File: config.mk
export PLATFORM = sky130hd
export DESIGN_NAME = mtmon_monitor
export DESIGN_NICKNAME = d
export VERILOG_FILES = /design/src/mtmon_monitor.v /design/src/mtmon_sync.v /design/src/mtmon_seq.v
export VERILOG_INCLUDE_DIRS = /design/src
export SDC_FILE = /design/constraint.sdc
export NUM_CORES = 1
export LEC_CHECK = 0
export ABC_AREA = 1
export BUFFER_PORTS_ARGS = -buffer_cell sky130_fd_sc_hd__buf_4
export CAP_MARGIN = 0
export CORE_MARGIN = 1
export CORE_UTILIZATION = 42
export CTS_CLUSTER_DIAMETER = 60
export DETAILED_ROUTE_END_ITERATION = 7
export PLACE_DENSITY = 0.66
export SYNTH_ARGS = -nofsm -noshare
export SYNTH_HDL_FRONTEND = slang
export SYNTH_SLANG_ARGS = --single-unit
File: constraint.sdc
create_clock -name sys_clk -period 7.9 [get_ports sys_clk]
set_input_delay 0.79 -clock sys_clk [delete_from_list [all_inputs] [get_ports sys_clk]]
set_output_delay 0.79 -clock sys_clk [all_outputs]
set_load 0.02 [all_outputs]
File: src/mtmon_defs.vh
`ifndef MTMON_DEFS_VH
`define MTMON_DEFS_VH

// ----------------------------------------------------------------
// register offsets
// ----------------------------------------------------------------
`define MTMON_REG_LOCAL_TEMP 8'h07
`define MTMON_REG_R1_HIGH 8'h01
`define MTMON_REG_R2_TEMP 8'h02
`define MTMON_REG_R3_TEMP 8'h03
`define MTMON_REG_R4_TEMP 8'h04
`define MTMON_REG_R1_FRAC 8'h09
`define MTMON_REG_MAKER_ID 8'h0a
`define MTMON_REG_R1_ALIM 8'h11
`define MTMON_REG_R2_ALIM 8'h12
`define MTMON_REG_R3_ALIM 8'h13
`define MTMON_REG_R4_ALIM 8'h14
`define MTMON_REG_LOCAL_ALIM 8'h17
`define MTMON_REG_R1_OLIM 8'h21
`define MTMON_REG_R4_OLIM 8'h24
`define MTMON_REG_CTL1 8'h41
`define MTMON_REG_CTL2 8'h42
`define MTMON_REG_CTL3 8'h43
`define MTMON_REG_ALERT_FLAGS 8'h44
`define MTMON_REG_OVT_FLAGS 8'h45
`define MTMON_REG_FAULT_FLAGS 8'h46

// ----------------------------------------------------------------
// reset values
// ----------------------------------------------------------------
`define MTMON_POR_TEMP 8'h00
`define MTMON_POR_LOCAL_ALIM 8'h5a
`define MTMON_POR_R1_ALIM 8'h6e
`define MTMON_POR_R2_ALIM 8'h7f
`define MTMON_POR_R3_ALIM 8'h64
`define MTMON_POR_R4_ALIM 8'h64
`define MTMON_POR_R1_OLIM 8'h6e
`define MTMON_POR_R4_OLIM 8'h7f
`define MTMON_POR_CTL 8'h00

// ----------------------------------------------------------------
// field positions and encodings
// ----------------------------------------------------------------
`define MTMON_CTL1_STOP 7
`define MTMON_CTL1_SRST 6
`define MTMON_CTL1_TMO_DIS 5
`define MTMON_CTL1_FAST 4
`define MTMON_LOCAL_BIT 6
`define MTMON_ALERT_SRC 8'h4f
`define MTMON_OVT_SRC 8'h09
`define MTMON_OVT_R1_BIT 0
`define MTMON_OVT_R4_BIT 3
`define MTMON_TEMP_MAX 8'h7f
`define MTMON_TEMP_FAULT 8'hff
`define MTMON_OVT_HYST 9'h004

// ----------------------------------------------------------------
// timing
// ----------------------------------------------------------------
`define MTMON_CLK_KHZ 20000
`define MTMON_BUS_TIMEOUT_US 37000
`define MTMON_FAULT_TIME_US 4000

`endif

File: src/mtmon_monitor.v
`timescale 1ns/1ps
`include "mtmon_defs.vh"
module mtmon_monitor
#(
   parameter [6:0] SLAVE_ADDR = 7'h4c,
   // arbitrary value
   parameter [7:0] MAKER_ID = 8'h3c,
   parameter [19:0] TIMEOUT_CYC =
      `MTMON_BUS_TIMEOUT_US * `MTMON_CLK_KHZ / 1000,
   parameter [16:0] FAULT_CYC =
      `MTMON_FAULT_TIME_US * `MTMON_CLK_KHZ / 1000
)
(
   // clock and reset
   input wire sys_clk,
   input wire rst,
   // smbus pins
   input wire scl_in,
   input wire sda_in,
   output wire sda_out,
   output reg sda_oe,
   // alarm pins
   output wire alert_out,
   output reg alert_oe,
   output wire overtemp_out,
   output reg overtemp_oe,
   // converter
   output wire adc_start,
   output wire [2:0] adc_channel,
   input wire adc_done,
   input wire [11:0] adc_temp,
   input wire adc_open,
   input wire adc_short
);

localparam [2:0] S_IDLE = 3'h0;
localparam [2:0] S_ADDR = 3'h1;
localparam [2:0] S_AACK = 3'h2;
localparam [2:0] S_WBYTE = 3'h3;
localparam [2:0] S_WACK = 3'h4;
localparam [2:0] S_RBYTE = 3'h5;
localparam [2:0] S_RACK = 3'h6;

wire scl_s;
wire sda_s;
reg scl_d;
reg sda_d;
reg [2:0] state;
reg [3:0] cnt;
reg [7:0] shreg;
reg [7:0] tx;
reg rw;
reg first;
reg more;
reg [19:0] low_cnt;
reg cmd_stb;
reg wr_stb;
reg rd_stb;
reg [7:0] ptr;
reg [7:0] rd_data;
reg [7:0] temp [0:4];
reg [7:0] alim [0:4];
reg [2:0] frac1;
reg [7:0] olim1;
reg [7:0] olim4;
reg [7:0] ctl1;
reg [7:0] ctl2;
reg [7:0] ctl3;
reg [7:0] st1;
reg [7:0] st2;
reg [7:0] st3;
reg lock;
reg [19:0] lock_cnt;
reg srst;
reg [7:0] al_set;
reg [7:0] ot_set;
reg [7:0] ot_clr;
reg [7:0] fl_set;
reg [7:0] fl_clr;
integer i;

wire res_valid;
wire [2:0] res_channel;
wire [7:0] res_high;
wire [2:0] res_frac;
wire res_open;
wire res_fault;

assign sda_out = 1'b0;
assign alert_out = 1'b0;
assign overtemp_out = 1'b0;

// ----------------------------------------------------------------
// pin synchronisers and bus conditions
// ----------------------------------------------------------------
mtmon_sync #(.W(2)) u_sync
(
   .sys_clk(sys_clk),
   .rst(rst),
   .d({scl_in, sda_in}),
   .q({scl_s, sda_s})
);

always @(posedge sys_clk or posedge rst)
begin
   if (rst)
   begin
      scl_d <= 1'b1;
      sda_d <= 1'b1;
   end
   else
   begin
      scl_d <= scl_s;
      sda_d <= sda_s;
   end
end

wire start_c = scl_s && scl_d && sda_d && !sda_s;
wire stop_c = scl_s && scl_d && !sda_d && sda_s;
wire scl_rise = scl_s && !scl_d;
wire scl_fall = !scl_s && scl_d;
wire bus_tmo = !ctl1[`MTMON_CTL1_TMO_DIS] && (state != S_IDLE) &&
               (low_cnt == TIMEOUT_CYC - 20'h0_0001);

// ----------------------------------------------------------------
// smbus slave
// ----------------------------------------------------------------
always @(posedge sys_clk or posedge rst)
begin
   if (rst)
   begin
      state <= S_IDLE;
      cnt <= 4'h0;
      shreg <= 8'h00;
      tx <= 8'h00;
      rw <= 1'b0;
      first <= 1'b0;
      more <= 1'b0;
      low_cnt <= 20'h0_0000;
      sda_oe <= 1'b0;
      cmd_stb <= 1'b0;
      wr_stb <= 1'b0;
      rd_stb <= 1'b0;
   end
   else
   begin
      cmd_stb <= 1'b0;
      wr_stb <= 1'b0;
      rd_stb <= 1'b0;
      low_cnt <= scl_s ? 20'h0_0000 : low_cnt + 20'h0_0001;
      if (stop_c || bus_tmo)
      begin
         state <= S_IDLE;
         sda_oe <= 1'b0;
      end
      else if (start_c)
      begin
         state <= S_ADDR;
         cnt <= 4'h0;
         sda_oe <= 1'b0;
      end
      else if (scl_rise)
      begin
         case (state)
            S_ADDR, S_WBYTE:
            begin
               shreg <= {shreg[6:0], sda_s};
               cnt <= cnt + 4'h1;
            end
            S_RBYTE: cnt <= cnt + 4'h1;
            S_RACK: more <= !sda_s;
            default: ;
         endcase
      end
      else if (scl_fall)
      begin
         case (state)
            S_ADDR:
               if (cnt == 4'h8)
               begin
                  if (shreg[7:1] == SLAVE_ADDR)
                  begin
                     rw <= shreg[0];
                     sda_oe <= 1'b1;
                     state <= S_AACK;
                  end
                  else
                     state <= S_IDLE;
               end
            S_AACK:
            begin
               cnt <= 4'h0;
               first <= 1'b1;
               if (rw)
               begin
                  tx <= {rd_data[6:0], 1'b0};
                  sda_oe <= !rd_data[7];
                  rd_stb <= 1'b1;
                  state <= S_RBYTE;
               end
               else
               begin
                  sda_oe <= 1'b0;
                  state <= S_WBYTE;
               end
            end
            S_WBYTE:
               if (cnt == 4'h8)
               begin
                  sda_oe <= 1'b1;
                  state <= S_WACK;
                  first <= 1'b0;
                  if (first)
                     cmd_stb <= 1'b1;
                  else
                     wr_stb <= 1'b1;
               end
            S_WACK:
            begin
               sda_oe <= 1'b0;
               cnt <= 4'h0;
               state <= S_WBYTE;
            end
            S_RBYTE:
               if (cnt == 4'h8)
               begin
                  sda_oe <= 1'b0;
                  state <= S_RACK;
               end
               else
               begin
                  sda_oe <= !tx[7];
                  tx <= {tx[6:0], 1'b0};
               end
            S_RACK:
               if (more)
               begin
                  cnt <= 4'h0;
                  tx <= {rd_data[6:0], 1'b0};
                  sda_oe <= !rd_data[7];
                  rd_stb <= 1'b1;
                  state <= S_RBYTE;
               end
               else
                  state <= S_IDLE;
            default: state <= S_IDLE;
         endcase
      end
   end
end

// ----------------------------------------------------------------
// read mux
// ----------------------------------------------------------------
always @*
begin
   case (ptr)
      `MTMON_REG_R1_HIGH: rd_data = temp[1];
      `MTMON_REG_R2_TEMP: rd_data = temp[2];
      `MTMON_REG_R3_TEMP: rd_data = temp[3];
      `MTMON_REG_R4_TEMP: rd_data = temp[4];
      `MTMON_REG_LOCAL_TEMP: rd_data = temp[0];
      `MTMON_REG_R1_FRAC: rd_data = {frac1, 5'h00};
      `MTMON_REG_MAKER_ID: rd_data = MAKER_ID;
      `MTMON_REG_R1_ALIM: rd_data = alim[1];
      `MTMON_REG_R2_ALIM: rd_data = alim[2];
      `MTMON_REG_R3_ALIM: rd_data = alim[3];
      `MTMON_REG_R4_ALIM: rd_data = alim[4];
      `MTMON_REG_LOCAL_ALIM: rd_data = alim[0];
      `MTMON_REG_R1_OLIM: rd_data = olim1;
      `MTMON_REG_R4_OLIM: rd_data = olim4;
      `MTMON_REG_CTL1: rd_data = ctl1;
      `MTMON_REG_CTL2: rd_data = ctl2;
      `MTMON_REG_CTL3: rd_data = ctl3;
      `MTMON_REG_ALERT_FLAGS: rd_data = st1;
      `MTMON_REG_OVT_FLAGS: rd_data = st2;
      `MTMON_REG_FAULT_FLAGS: rd_data = st3;
      default: rd_data = 8'h00;
   endcase
end

// ----------------------------------------------------------------
// conversion results to flags
// ----------------------------------------------------------------
wire [2:0] chm1 = res_channel - 3'h1;
wire ovt_ch = (res_channel == 3'h1) || (res_channel == 3'h4);
wire [7:0] olim = (res_channel == 3'h4) ? olim4 : olim1;
wire [7:0] obit = (res_channel == 3'h4) ? (8'h01 << `MTMON_OVT_R4_BIT) :
                  (8'h01 << `MTMON_OVT_R1_BIT);

always @*
begin
   al_set = 8'h00;
   ot_set = 8'h00;
   ot_clr = 8'h00;
   fl_set = 8'h00;
   fl_clr = 8'h00;
   if (res_valid)
   begin
      if (!res_open && (res_high > alim[res_channel]))
      begin
         if (res_channel == 3'h0)
            al_set[`MTMON_LOCAL_BIT] = 1'b1;
         else
            al_set[chm1] = 1'b1;
      end
      if (ovt_ch && !res_open && (res_high > olim))
         ot_set = obit;
      if (ovt_ch && ({1'b0, res_high} + `MTMON_OVT_HYST < {1'b0, olim}))
         ot_clr = obit;
      if (res_channel != 3'h0)
      begin
         if (res_fault)
            fl_set[chm1] = 1'b1;
         else
            fl_clr[chm1] = 1'b1;
      end
   end
end

function [7:0] alim_por;
   input [2:0] c;
   begin
      case (c)
         3'h1: alim_por = `MTMON_POR_R1_ALIM;
         3'h2: alim_por = `MTMON_POR_R2_ALIM;
         3'h3: alim_por = `MTMON_POR_R3_ALIM;
         3'h4: alim_por = `MTMON_POR_R4_ALIM;
         default: alim_por = `MTMON_POR_LOCAL_ALIM;
      endcase
   end
endfunction

task por_all;
   begin
      ptr <= 8'h00;
      for (i = 0; i < 5; i = i + 1)
      begin
         temp[i] <= `MTMON_POR_TEMP;
         alim[i] <= alim_por(i[2:0]);
      end
      frac1 <= 3'h0;
      olim1 <= `MTMON_POR_R1_OLIM;
      olim4 <= `MTMON_POR_R4_OLIM;
      ctl1 <= `MTMON_POR_CTL;
      ctl2 <= `MTMON_POR_CTL;
      ctl3 <= `MTMON_POR_CTL;
      st1 <= 8'h00;
      st2 <= 8'h00;
      st3 <= 8'h00;
      lock <= 1'b0;
      lock_cnt <= 20'h0_0000;
   end
endtask

// ----------------------------------------------------------------
// register file
// ----------------------------------------------------------------
always @(posedge sys_clk or posedge rst)
begin
   if (rst)
   begin
      por_all;
      srst <= 1'b0;
   end
   else if (srst)
   begin
      por_all;
      srst <= 1'b0;
   end
   else
   begin
      srst <= 1'b0;
      if (cmd_stb)
         ptr <= shreg;
      if (wr_stb)
      begin
         case (ptr)
            `MTMON_REG_R1_ALIM: alim[1] <= shreg;
            `MTMON_REG_R2_ALIM: alim[2] <= shreg;
            `MTMON_REG_R3_ALIM: alim[3] <= shreg;
            `MTMON_REG_R4_ALIM: alim[4] <= shreg;
            `MTMON_REG_LOCAL_ALIM: alim[0] <= shreg;
            `MTMON_REG_R1_OLIM: olim1 <= shreg;
            `MTMON_REG_R4_OLIM: olim4 <= shreg;
            `MTMON_REG_CTL1:
            begin
               ctl1 <= shreg & 8'hbf;
               srst <= shreg[`MTMON_CTL1_SRST];
            end
            `MTMON_REG_CTL2: ctl2 <= shreg;
            `MTMON_REG_CTL3: ctl3 <= shreg;
            default: ;
         endcase
      end
      if (res_valid)
      begin
         if (res_channel == 3'h1)
         begin
            frac1 <= res_frac;
            if (!lock)
               temp[1] <= res_high;
         end
         else
            temp[res_channel] <= res_high;
      end
      // set wins over read clear
      if (rd_stb && (ptr == `MTMON_REG_ALERT_FLAGS))
         st1 <= al_set;
      else
         st1 <= st1 | al_set;
      st2 <= (st2 & ~ot_clr) | ot_set;
      st3 <= (st3 & ~fl_clr) | fl_set;
      // low byte read freezes the high byte
      if (rd_stb && (ptr == `MTMON_REG_R1_FRAC))
      begin
         lock <= 1'b1;
         lock_cnt <= 20'h0_0000;
      end
      else if (lock)
      begin
         lock_cnt <= lock_cnt + 20'h0_0001;
         if ((rd_stb && (ptr == `MTMON_REG_R1_HIGH)) ||
             (lock_cnt == TIMEOUT_CYC - 20'h0_0001))
            lock <= 1'b0;
      end
   end
end

// ----------------------------------------------------------------
// alarm pins
// ----------------------------------------------------------------
always @(posedge sys_clk or posedge rst)
begin
   if (rst)
   begin
      alert_oe <= 1'b0;
      overtemp_oe <= 1'b0;
   end
   else
   begin
      alert_oe <= |(st1 & ~ctl2 & `MTMON_ALERT_SRC);
      overtemp_oe <= |(st2 & ~ctl3 & `MTMON_OVT_SRC);
   end
end

// ----------------------------------------------------------------
// conversion sequencer
// ----------------------------------------------------------------
mtmon_seq #(.FAULT_CYC(FAULT_CYC)) u_seq
(
   .sys_clk(sys_clk),
   .rst(rst),
   .run(!ctl1[`MTMON_CTL1_STOP]),
   .fast(ctl1[`MTMON_CTL1_FAST]),
   .adc_start(adc_start),
   .adc_channel(adc_channel),
   .adc_done(adc_done),
   .adc_temp(adc_temp),
   .adc_open(adc_open),
   .adc_short(adc_short),
   .res_valid(res_valid),
   .res_channel(res_channel),
   .res_high(res_high),
   .res_frac(res_frac),
   .res_open(res_open),
   .res_fault(res_fault)
);

endmodule // mtmon_monitor

File: src/mtmon_sync.v
`timescale 1ns/1ps
module mtmon_sync
#(
   parameter W = 2
)
(
   // clock and reset
   input wire sys_clk,
   input wire rst,
   // async in, synced out
   input wire [W-1:0] d,
   output reg [W-1:0] q
);

reg [W-1:0] meta;

always @(posedge sys_clk or posedge rst)
begin
   if (rst)
   begin
      meta <= {W{1'b1}};
      q <= {W{1'b1}};
   end
   else
   begin
      meta <= d;
      q <= meta;
   end
end

endmodule // mtmon_sync

File: src/mtmon_seq.v
`timescale 1ns/1ps
`include "mtmon_defs.vh"
module mtmon_seq
#(
   parameter [16:0] FAULT_CYC =
      `MTMON_FAULT_TIME_US * `MTMON_CLK_KHZ / 1000
)
(
   // clock and reset
   input wire sys_clk,
   input wire rst,
   // control
   input wire run,
   input wire fast,
   // converter
   output reg adc_start,
   output reg [2:0] adc_channel,
   input wire adc_done,
   input wire [11:0] adc_temp,
   input wire adc_open,
   input wire adc_short,
   // results
   output reg res_valid,
   output reg [2:0] res_channel,
   output reg [7:0] res_high,
   output reg [2:0] res_frac,
   output reg res_open,
   output reg res_fault
);

reg busy;
reg [2:0] step;
reg [16:0] fcnt;
wire fault_hit = adc_open && (fcnt == FAULT_CYC - 17'h0_0001);
wire bad = fault_hit || adc_open || adc_short;

// channel 0 is local, 1..4 remote
function [2:0] seq_ch;
   input f;
   input [2:0] s;
   begin
      if (f)
         seq_ch = !s[0] ? 3'h1 : (s[2:1] == 2'h3) ? 3'h0 :
                  {1'b0, s[2:1]} + 3'h2;
      else
         seq_ch = (s >= 3'h4) ? 3'h0 : s + 3'h1;
   end
endfunction

// ----------------------------------------------------------------
// conversion sequence
// ----------------------------------------------------------------
always @(posedge sys_clk or posedge rst)
begin
   if (rst)
   begin
      busy <= 1'b0;
      step <= 3'h0;
      fcnt <= 17'h0_0000;
      adc_start <= 1'b0;
      adc_channel <= 3'h1;
      res_valid <= 1'b0;
      res_channel <= 3'h0;
      res_high <= 8'h00;
      res_frac <= 3'h0;
      res_open <= 1'b0;
      res_fault <= 1'b0;
   end
   else
   begin
      adc_start <= 1'b0;
      res_valid <= 1'b0;
      if (!run)
         busy <= 1'b0;
      else if (!busy)
      begin
         adc_start <= 1'b1;
         adc_channel <= seq_ch(fast, step);
         busy <= 1'b1;
         fcnt <= 17'h0_0000;
      end
      else if (adc_done || fault_hit)
      begin
         busy <= 1'b0;
         res_valid <= 1'b1;
         res_channel <= adc_channel;
         res_open <= fault_hit || adc_open;
         res_fault <= bad;
         if (bad)
         begin
            res_high <= `MTMON_TEMP_FAULT;
            res_frac <= 3'h7;
         end
         else if (adc_temp[11])
         begin
            res_high <= 8'h00;
            res_frac <= 3'h0;
         end
         else if (adc_temp[10])
         begin
            res_high <= `MTMON_TEMP_MAX;
            res_frac <= 3'h7;
         end
         else
         begin
            res_high <= adc_temp[10:3];
            res_frac <= adc_temp[2:0];
         end
         if (fast)
            step <= step + 3'h1;
         else
            step <= (step >= 3'h4) ? 3'h0 : step + 3'h1;
      end
      else
         fcnt <= adc_open ? fcnt + 17'h0_0001 : 17'h0_0000;
   end
end

endmodule // mtmon_seq

# Word level (Yosys, flattened, before mapping)
# Index checks and enable logic that the tools add are counted.
dict set report totals {
  n_memories 0
  input_bits 19
  out_inout_bits 10
  ram_bits 0
  ff_bits 277
  wordCells 371
  mem_bits_ro 0
  latchBits 0
}
dict set report classes {
  mux 151
  add_sub_neg 8
  div_mod_pow 0
  n_mul 0
  magnitude_cmp 8
  eq_ne 49
  n_reduce_logical 86
  bitwise 17
  shift 0
}
# op count
set op_table {}
lappend op_table {{two-way mux 8 bit} 46}
lappend op_table {{two-way mux 40 bit} 4}
lappend op_table {{case mux 8 bit (20 select lines)} 1}
lappend op_table {{two-way mux 20 bit} 4}
lappend op_table {{two-way mux 3 bit} 20}
lappend op_table {{two-way mux 17 bit} 3}
lappend op_table {{two-way mux 1 bit} 49}
lappend op_table {{equality test 8 x 7 -> 1 bit (second input constant)} 6}
lappend op_table {{adder 20 x 1 -> 20 bit (second input constant)} 2}
lappend op_table {{bitwise mux 40 bit} 1}
lappend op_table {{equality test 20 bit (second input constant)} 2}
lappend op_table {{equality test 8 x 5 -> 1 bit (second input constant)} 5}
lappend op_table {{two-way mux 4 bit} 10}
lappend op_table {{AND reduction 2 bit} 15}
lappend op_table {{nonzero test 2 bit} 15}
lappend op_table {{binary-select mux 8 bit (select 3 bit)} 1}
lappend op_table {{demux 8 bit (select 3 bit)} 1}
lappend op_table {{two-way mux 24 bit} 1}
lappend op_table {{inequality test 4 bit (second input constant)} 6}
lappend op_table {{OR 8 bit} 3}
lappend op_table {{case mux 8 bit (3 select lines)} 1}
lappend op_table {{logical AND 1 bit} 19}
lappend op_table {{case mux 3 bit (6 select lines)} 1}
lappend op_table {{nonzero test 3 bit} 6}
lappend op_table {{57 further kinds} 97}

# Longest topological paths before layout
dict set report depth {
  depth_word 12
  ltp_mapped 16
  depth_no_buf 15
}

# By module
# A second synthesis with hierarchy kept.
dict set report unflattened {
  cells_unflattened 1954
  hier_area_um2 14790.4
}
# mod area_per_inst_um2 seq_area_each_um2 cells_each instances
set modules_own_cells {}
lappend modules_own_cells {mtmon_monitor 12334.3 5625.4 1623 1}
lappend modules_own_cells {mtmon_seq 2347.3 1027.2 326 1}
lappend modules_own_cells {mtmon_sync 108.9 105.1 5 1}

# Worst setup path after synthesis
# No wires, ideal clock.
dict set report synth_path {
  path_kind {reg-to-reg}
  start {reg u_seq.res_channel[0]}
  end {reg st2[0]}
  arrival_time_ps 2260
  synth_period_minus_slack_ps 2337
  stages_incl_launch_ff 14
  n_path_buf 1
  t_required_ps 7823
  setup_ps 77
  path_slack_ps 5563
  path_cell_list {dfrtp_1 buf_2 inv_1 ha_1 nand2_2 inv_1 o21ai_0 ha_1 nand4_1 a31oi_1 o21ai_0 nand2_1 nand3_1 a21oi_1}
}
dict set report synth_between {
  elab_chain_cells 10
  word_cells_on_any_way 18
  classes_between {2 x order compare; 2 x eq/ne; 7 x mux; 3 x bitwise; 4 x reduce/logical}
}
# item line_no
set synth_lines {}
lappend synth_lines {{from (decl)} mtmon_seq.v:24} ;# output reg [2:0] res_channel,
lappend synth_lines {{from (signal assigned)} mtmon_seq.v:86} ;# res_channel <= adc_channel;
lappend synth_lines {{equality test 3 bit} {mtmon_monitor.v:286, mtmon_monitor.v:287, mtmon_monitor.v:288}}
lappend synth_lines {{two-way mux 8 bit} mtmon_monitor.v:287} ;# wire [7:0] olim = (res_channel == 3'h4) ? olim4 : olim1;
lappend synth_lines {{< comparator 9 x 8 -> 1 bit} mtmon_monitor.v:309} ;# if (ovt_ch && ({1'b0, res_high} + `MTMON_OVT_HYST < {1'b0, olim}))
lappend synth_lines {{logical AND 1 bit} mtmon_monitor.v:309}
lappend synth_lines {{two-way mux 4 bit} mtmon_monitor.v:309}
lappend synth_lines {{two-way mux 4 bit} mtmon_monitor.v:298} ;# if (res_valid)
lappend synth_lines {{NOT 8 bit} mtmon_monitor.v:412} ;# st2 <= (st2 & ~ot_clr) | ot_set;
lappend synth_lines {{AND 8 bit} mtmon_monitor.v:412}
lappend synth_lines {{OR 8 bit *} mtmon_monitor.v:412}
lappend synth_lines {{two-way mux 8 bit *} mtmon_monitor.v:366} ;# else if (srst)
lappend synth_lines {{to (signal assigned)} mtmon_monitor.v:412}
lappend synth_lines {{to (decl)} mtmon_monitor.v:70} ;# reg [7:0] st2;
# Mark *: on every way between the ends. The rest lies on a longest branch, timed or not.
# A chain may end at the register's enable or synchronous reset.

# Final worst setup path
dict set report layout_path {
  start {reg u_seq.res_channel[0]}
  end {reg st1[7]}
}
dict set report layout_between {
  elab_chain_cells 11
  word_cells_on_any_way 19
  classes_between {1 x add/sub; 3 x order compare; 10 x mux; 2 x bitwise; 3 x reduce/logical}
}
# item line_no
set layout_lines {}
lappend layout_lines {{subtractor 3 x 1 -> 3 bit or NOT 3 -> 4 bit (tied branches)} {mtmon_monitor.v:285, mtmon_monitor.v:300}}
lappend layout_lines {{< comparator 3 x 4 -> 1 bit (implied by the code), or another cell as far along} mtmon_monitor.v:305} ;# al_set[chm1] = 1'b1;
lappend layout_lines {{logical AND 1 bit (implied by the code) or two-way mux 8 bit (tied branches)} {mtmon_monitor.v:305, mtmon_monitor.v:300}}
lappend layout_lines {{two-way mux 1 bit (implied by the code) or two-way mux 8 bit (tied branches)} {mtmon_monitor.v:305, mtmon_monitor.v:300}}
lappend layout_lines {{demux 1 bit (select 3 bit) or > comparator 8 bit (tied branches)} {mtmon_monitor.v:305, mtmon_monitor.v:300}}
lappend layout_lines {{two-way mux 1 bit or logical AND 1 bit (tied branches)} {mtmon_monitor.v:302, mtmon_monitor.v:300}}
lappend layout_lines {{two-way mux 8 bit *} mtmon_monitor.v:300} ;# if (!res_open && (res_high > alim[res_channel]))
lappend layout_lines {{two-way mux 8 bit *} mtmon_monitor.v:298}
lappend layout_lines {{OR 8 bit} mtmon_monitor.v:411} ;# st1 <= st1 | al_set;
lappend layout_lines {{two-way mux 8 bit *} mtmon_monitor.v:408} ;# if (rd_stb && (ptr == `MTMON_REG_ALERT_FLAGS))
lappend layout_lines {{two-way mux 8 bit *} mtmon_monitor.v:366}
lappend layout_lines {{to (signal assigned)} mtmon_monitor.v:409} ;# st1 <= al_set;
lappend layout_lines {{to (signal assigned)} mtmon_monitor.v:411}
lappend layout_lines {{to (decl)} mtmon_monitor.v:69} ;# reg [7:0] st1;
# Mark *: on every way between the ends. The rest lies on a longest branch, timed or not. The select of a mux whose other input is x is not followed.

==> impl_metrics.env <==
export IMPL_outcome="finished clean"
export IMPL_final_layout_size_suffix_gt1_share_pct=10.4
export IMPL_max_freq_ghz=0.331
export IMPL_clock_tree_buffer_depth=3
export IMPL_cp_max_fo=9
export IMPL_clock_insertion_delay_worst_skew_ns=0.54
export IMPL_layout_filler_cells=3228
export IMPL_clock_pin_slew_reported_for_the_worst_setup_and_hold_paths_after_clock_tree_synthesis_ns=0.05
export IMPL_timing_final_crit_share_pct=38.3
export IMPL_nets=1953
export IMPL_synth_lib_cells_used_distinct=55
export IMPL_routedWlPerCell_um=18.8
export IMPL_cts_root_buf="clkbuf_16"
export IMPL_port_buffers=25
export IMPL_floorplan_initialDensity_pct=43.1
export IMPL_die_width_um=188
export IMPL_power_density_nw_per_um2=266
export IMPL_number_of_antenna_violations_at_the_first_check_in_global_routing=0
export IMPL_ys_seq_elements=268
export IMPL_timing_final_max_slew_violations=0
export IMPL_layout_cells_most_common="nand2_1"
export IMPL_hold_class="flip-flop to flip-flop"
export IMPL_timing_final_crit_period_ns=3.03
export IMPL_setup_violations=0
export IMPL_remaining_drc_errors=0
export IMPL_die_height_um=188
export IMPL_finalHoldViolations=0
export IMPL_num_io_pins=29
export IMPL_first_global_vias=12500
export IMPL_cap_viol_max_count=0
export IMPL_gpl_final_weighted_congestion=1.08
export IMPL_startpoint_class="flip-flop"
export IMPL_yosysTopAreaCell="dfrtp_1"
export IMPL_post_synth_main_area_contributors="dfrtp_1, nand2_1, dfstp_2, o21ai_0, nand3_1"
export IMPL_floorplan_rows=67
export IMPL_crit_required_ns=8.34
export IMPL_synth_edff_count=0
export IMPL_layout_cells_most_common_list="nand2_1, dfrtp_1, o21ai_0"
export IMPL_post_synth_top_area_fraction_pct=39.0
export IMPL_total_standard_cell_area_after_synthesis_um2=14600
export IMPL_proportion_of_synthesized_flip_flops_having_asynchronous_set_or_reset_pct=100
export IMPL_global_route_overflow_total=0
export IMPL_drt_pre_antenna_iters=6
export IMPL_dp_hpwl_um=32600
export IMPL_routed_vias_inst=5.60
export IMPL_end_kind="flip-flop"
export IMPL_whs_ns=0.355
export IMPL_postSynthCellCount=1885
export IMPL_static_leakage_power_nw=7.35
export IMPL_ys_flop_type="dfrtp_1"
export IMPL_global_route_wire_length_before_repair_um=70500
export IMPL_finalWirelength_um=44700
export IMPL_antennaDiodeCount=0
export IMPL_post_cts_resized_instances=0
export IMPL_floorplan_core_area_um2=33800
export IMPL_antenna_left=0
export IMPL_ctsHoldBuffers=0
export IMPL_worst_slew_pin_transition_ns=1.08
export IMPL_grt_start_max_net_pins=159
export IMPL_drtIter0Drc=1392
export IMPL_crit_arrival_ns=3.47
export IMPL_avgSynthCellArea_um2=7.72
export IMPL_area_growth_pct=12.6
export IMPL_global_router_s_overall_resource_usage_pct=25.4
export IMPL_rsz_0062_raised_after_global_routing="false"
export IMPL_worstSetupPathType="flip-flop to flip-flop"
export IMPL_cts_buffers_inserted=35
export IMPL_clock_skew_ns=0.0200
export IMPL_synth_warning_count=0
export IMPL_synth_sequential_area_ratio_pct=46.4
export IMPL_timing_setup_tns_ns=0
export IMPL_worst_ir_drop_vdd_mv=0.190
export IMPL_post_cts_repair_setup_buffers=0
export IMPL_vias=13300
export IMPL_tritoncts="done"
export IMPL_die_area_um2=35400
export IMPL_clock_sink_count=268
export IMPL_timing_slew_headroom_pct=27.6
export IMPL_cts_htree_levels=2
[metal layers]
| metal | up-vias | wire length [um] | GRT usage, % |
|---|---|---|---|
| li1 | 6280 | - | - |
| met1 | 6383 | 20400 | 36.5 |
| met2 | 558 | 19500 | 39.0 |
| met3 | 96 | 3370 | 3.78 |
| met4 | 0 | 1380 | 8.72 |
| met5 | - | 0 | 0 |
[synth_stat cells, drive strengths merged (8+ instances only)]
library cell and n:
nand2 491, dfrtp 227, o21ai 225, nor2 221
inv 189, nand3 160, a21oi 86, dfstp 41
buf 39, nor3 39, nand4 31, ha 29
xor2 15, a21boi 12, clkbuf 11, o22ai 11
a211oi 9, a31oi 8
[registers in the layout, summed over array words and instances (netlist names), 17 cells and up]
name        flops
temp           40
lock_cnt       20
u_seq.fcnt     17
alim           40
low_cnt        20
[critical path, cell delays in order (launching register included)]
cell	delay [ns]
dfrtp_1	0.51
inv_1	0.23
nor3_1	0.56
a221oi_1	0.23
ha_1	0.35
a21oi_1	0.07
nor2_1	0.08
a211oi_1	0.05
o21ai_1	0.52
nand3_1	0.15
a21oi_1	0.18
[cells by family after synthesis]
| family | Yosys count | share of synthesized area [%] |
|---|---|---|
| other | 1 | 0.0258 |
| DFF | 268 | 46.4 |
| adders and majority gates | 29 | 2.49 |
| and+or+nand+nor | 946 | 28.1 |
| AOI/OAI and AO/OA | 382 | 15.0 |
| muxes | 4 | 0.275 |
| xor gates and xnor gates | 15 | 0.902 |
| buffers and inverters | 240 | 6.83 |
[power by group]
part	internal [mW]	total, mW	switching (mW)
logic	0.247	0.758	0.511
registers	1.60	1.82	0.214
clock network	1.14	1.78	0.644
total	2.99	4.36	1.37
[through the flow]
step	instances	power [mW]	area [um2]	utilization (%)	worst slack, ns
CTS	2379	4.37	16400	48.5	4.99
global placement	2316	2.55	15100	44.7	5.08
detailed placement	2316	2.57	15100	44.7	4.97
global route	2379	4.56	16400	48.5	4.62
finish	2379	4.36	16400	48.5	4.87
floorplan	1887	2.29	14600	-	3.60
[final timing paths]
| check | startpoint | to | slack (ns) | cells past startpoint |
|---|---|---|---|---|
| max in group asynchronous | rst | low_cnt[16] | 6.09 | 4 |
| min in group asynchronous | rst | frac1[0] | 0.51 | 3 |
| hold / removal | u_sync.meta[0] | u_sync.q[0] | 0.36 | 0 |
| hold reg to reg | u_sync.meta[0] | u_sync.q[0] | 0.36 | 0 |
| setup / recovery | u_seq.res_channel[0] | st1[7] | 4.87 | 10 |
| setup reg to reg | u_seq.res_channel[0] | st1[7] | 4.87 | 10 |
[layout make-up]
type	instances	area, um2	share of cell area, %
Multi-Input combinational cell	1379	6810	41.6
Inverter	190	717	4.37
Clock buffer	44	961	5.86
Clock inverter	19	342	2.08
Sequential cell	268	6760	41.2
Timing Repair Buffer	31	245	1.50
Tap cell	448	561	3.42
No activity file was read; power rests on OpenSTA's default activity.
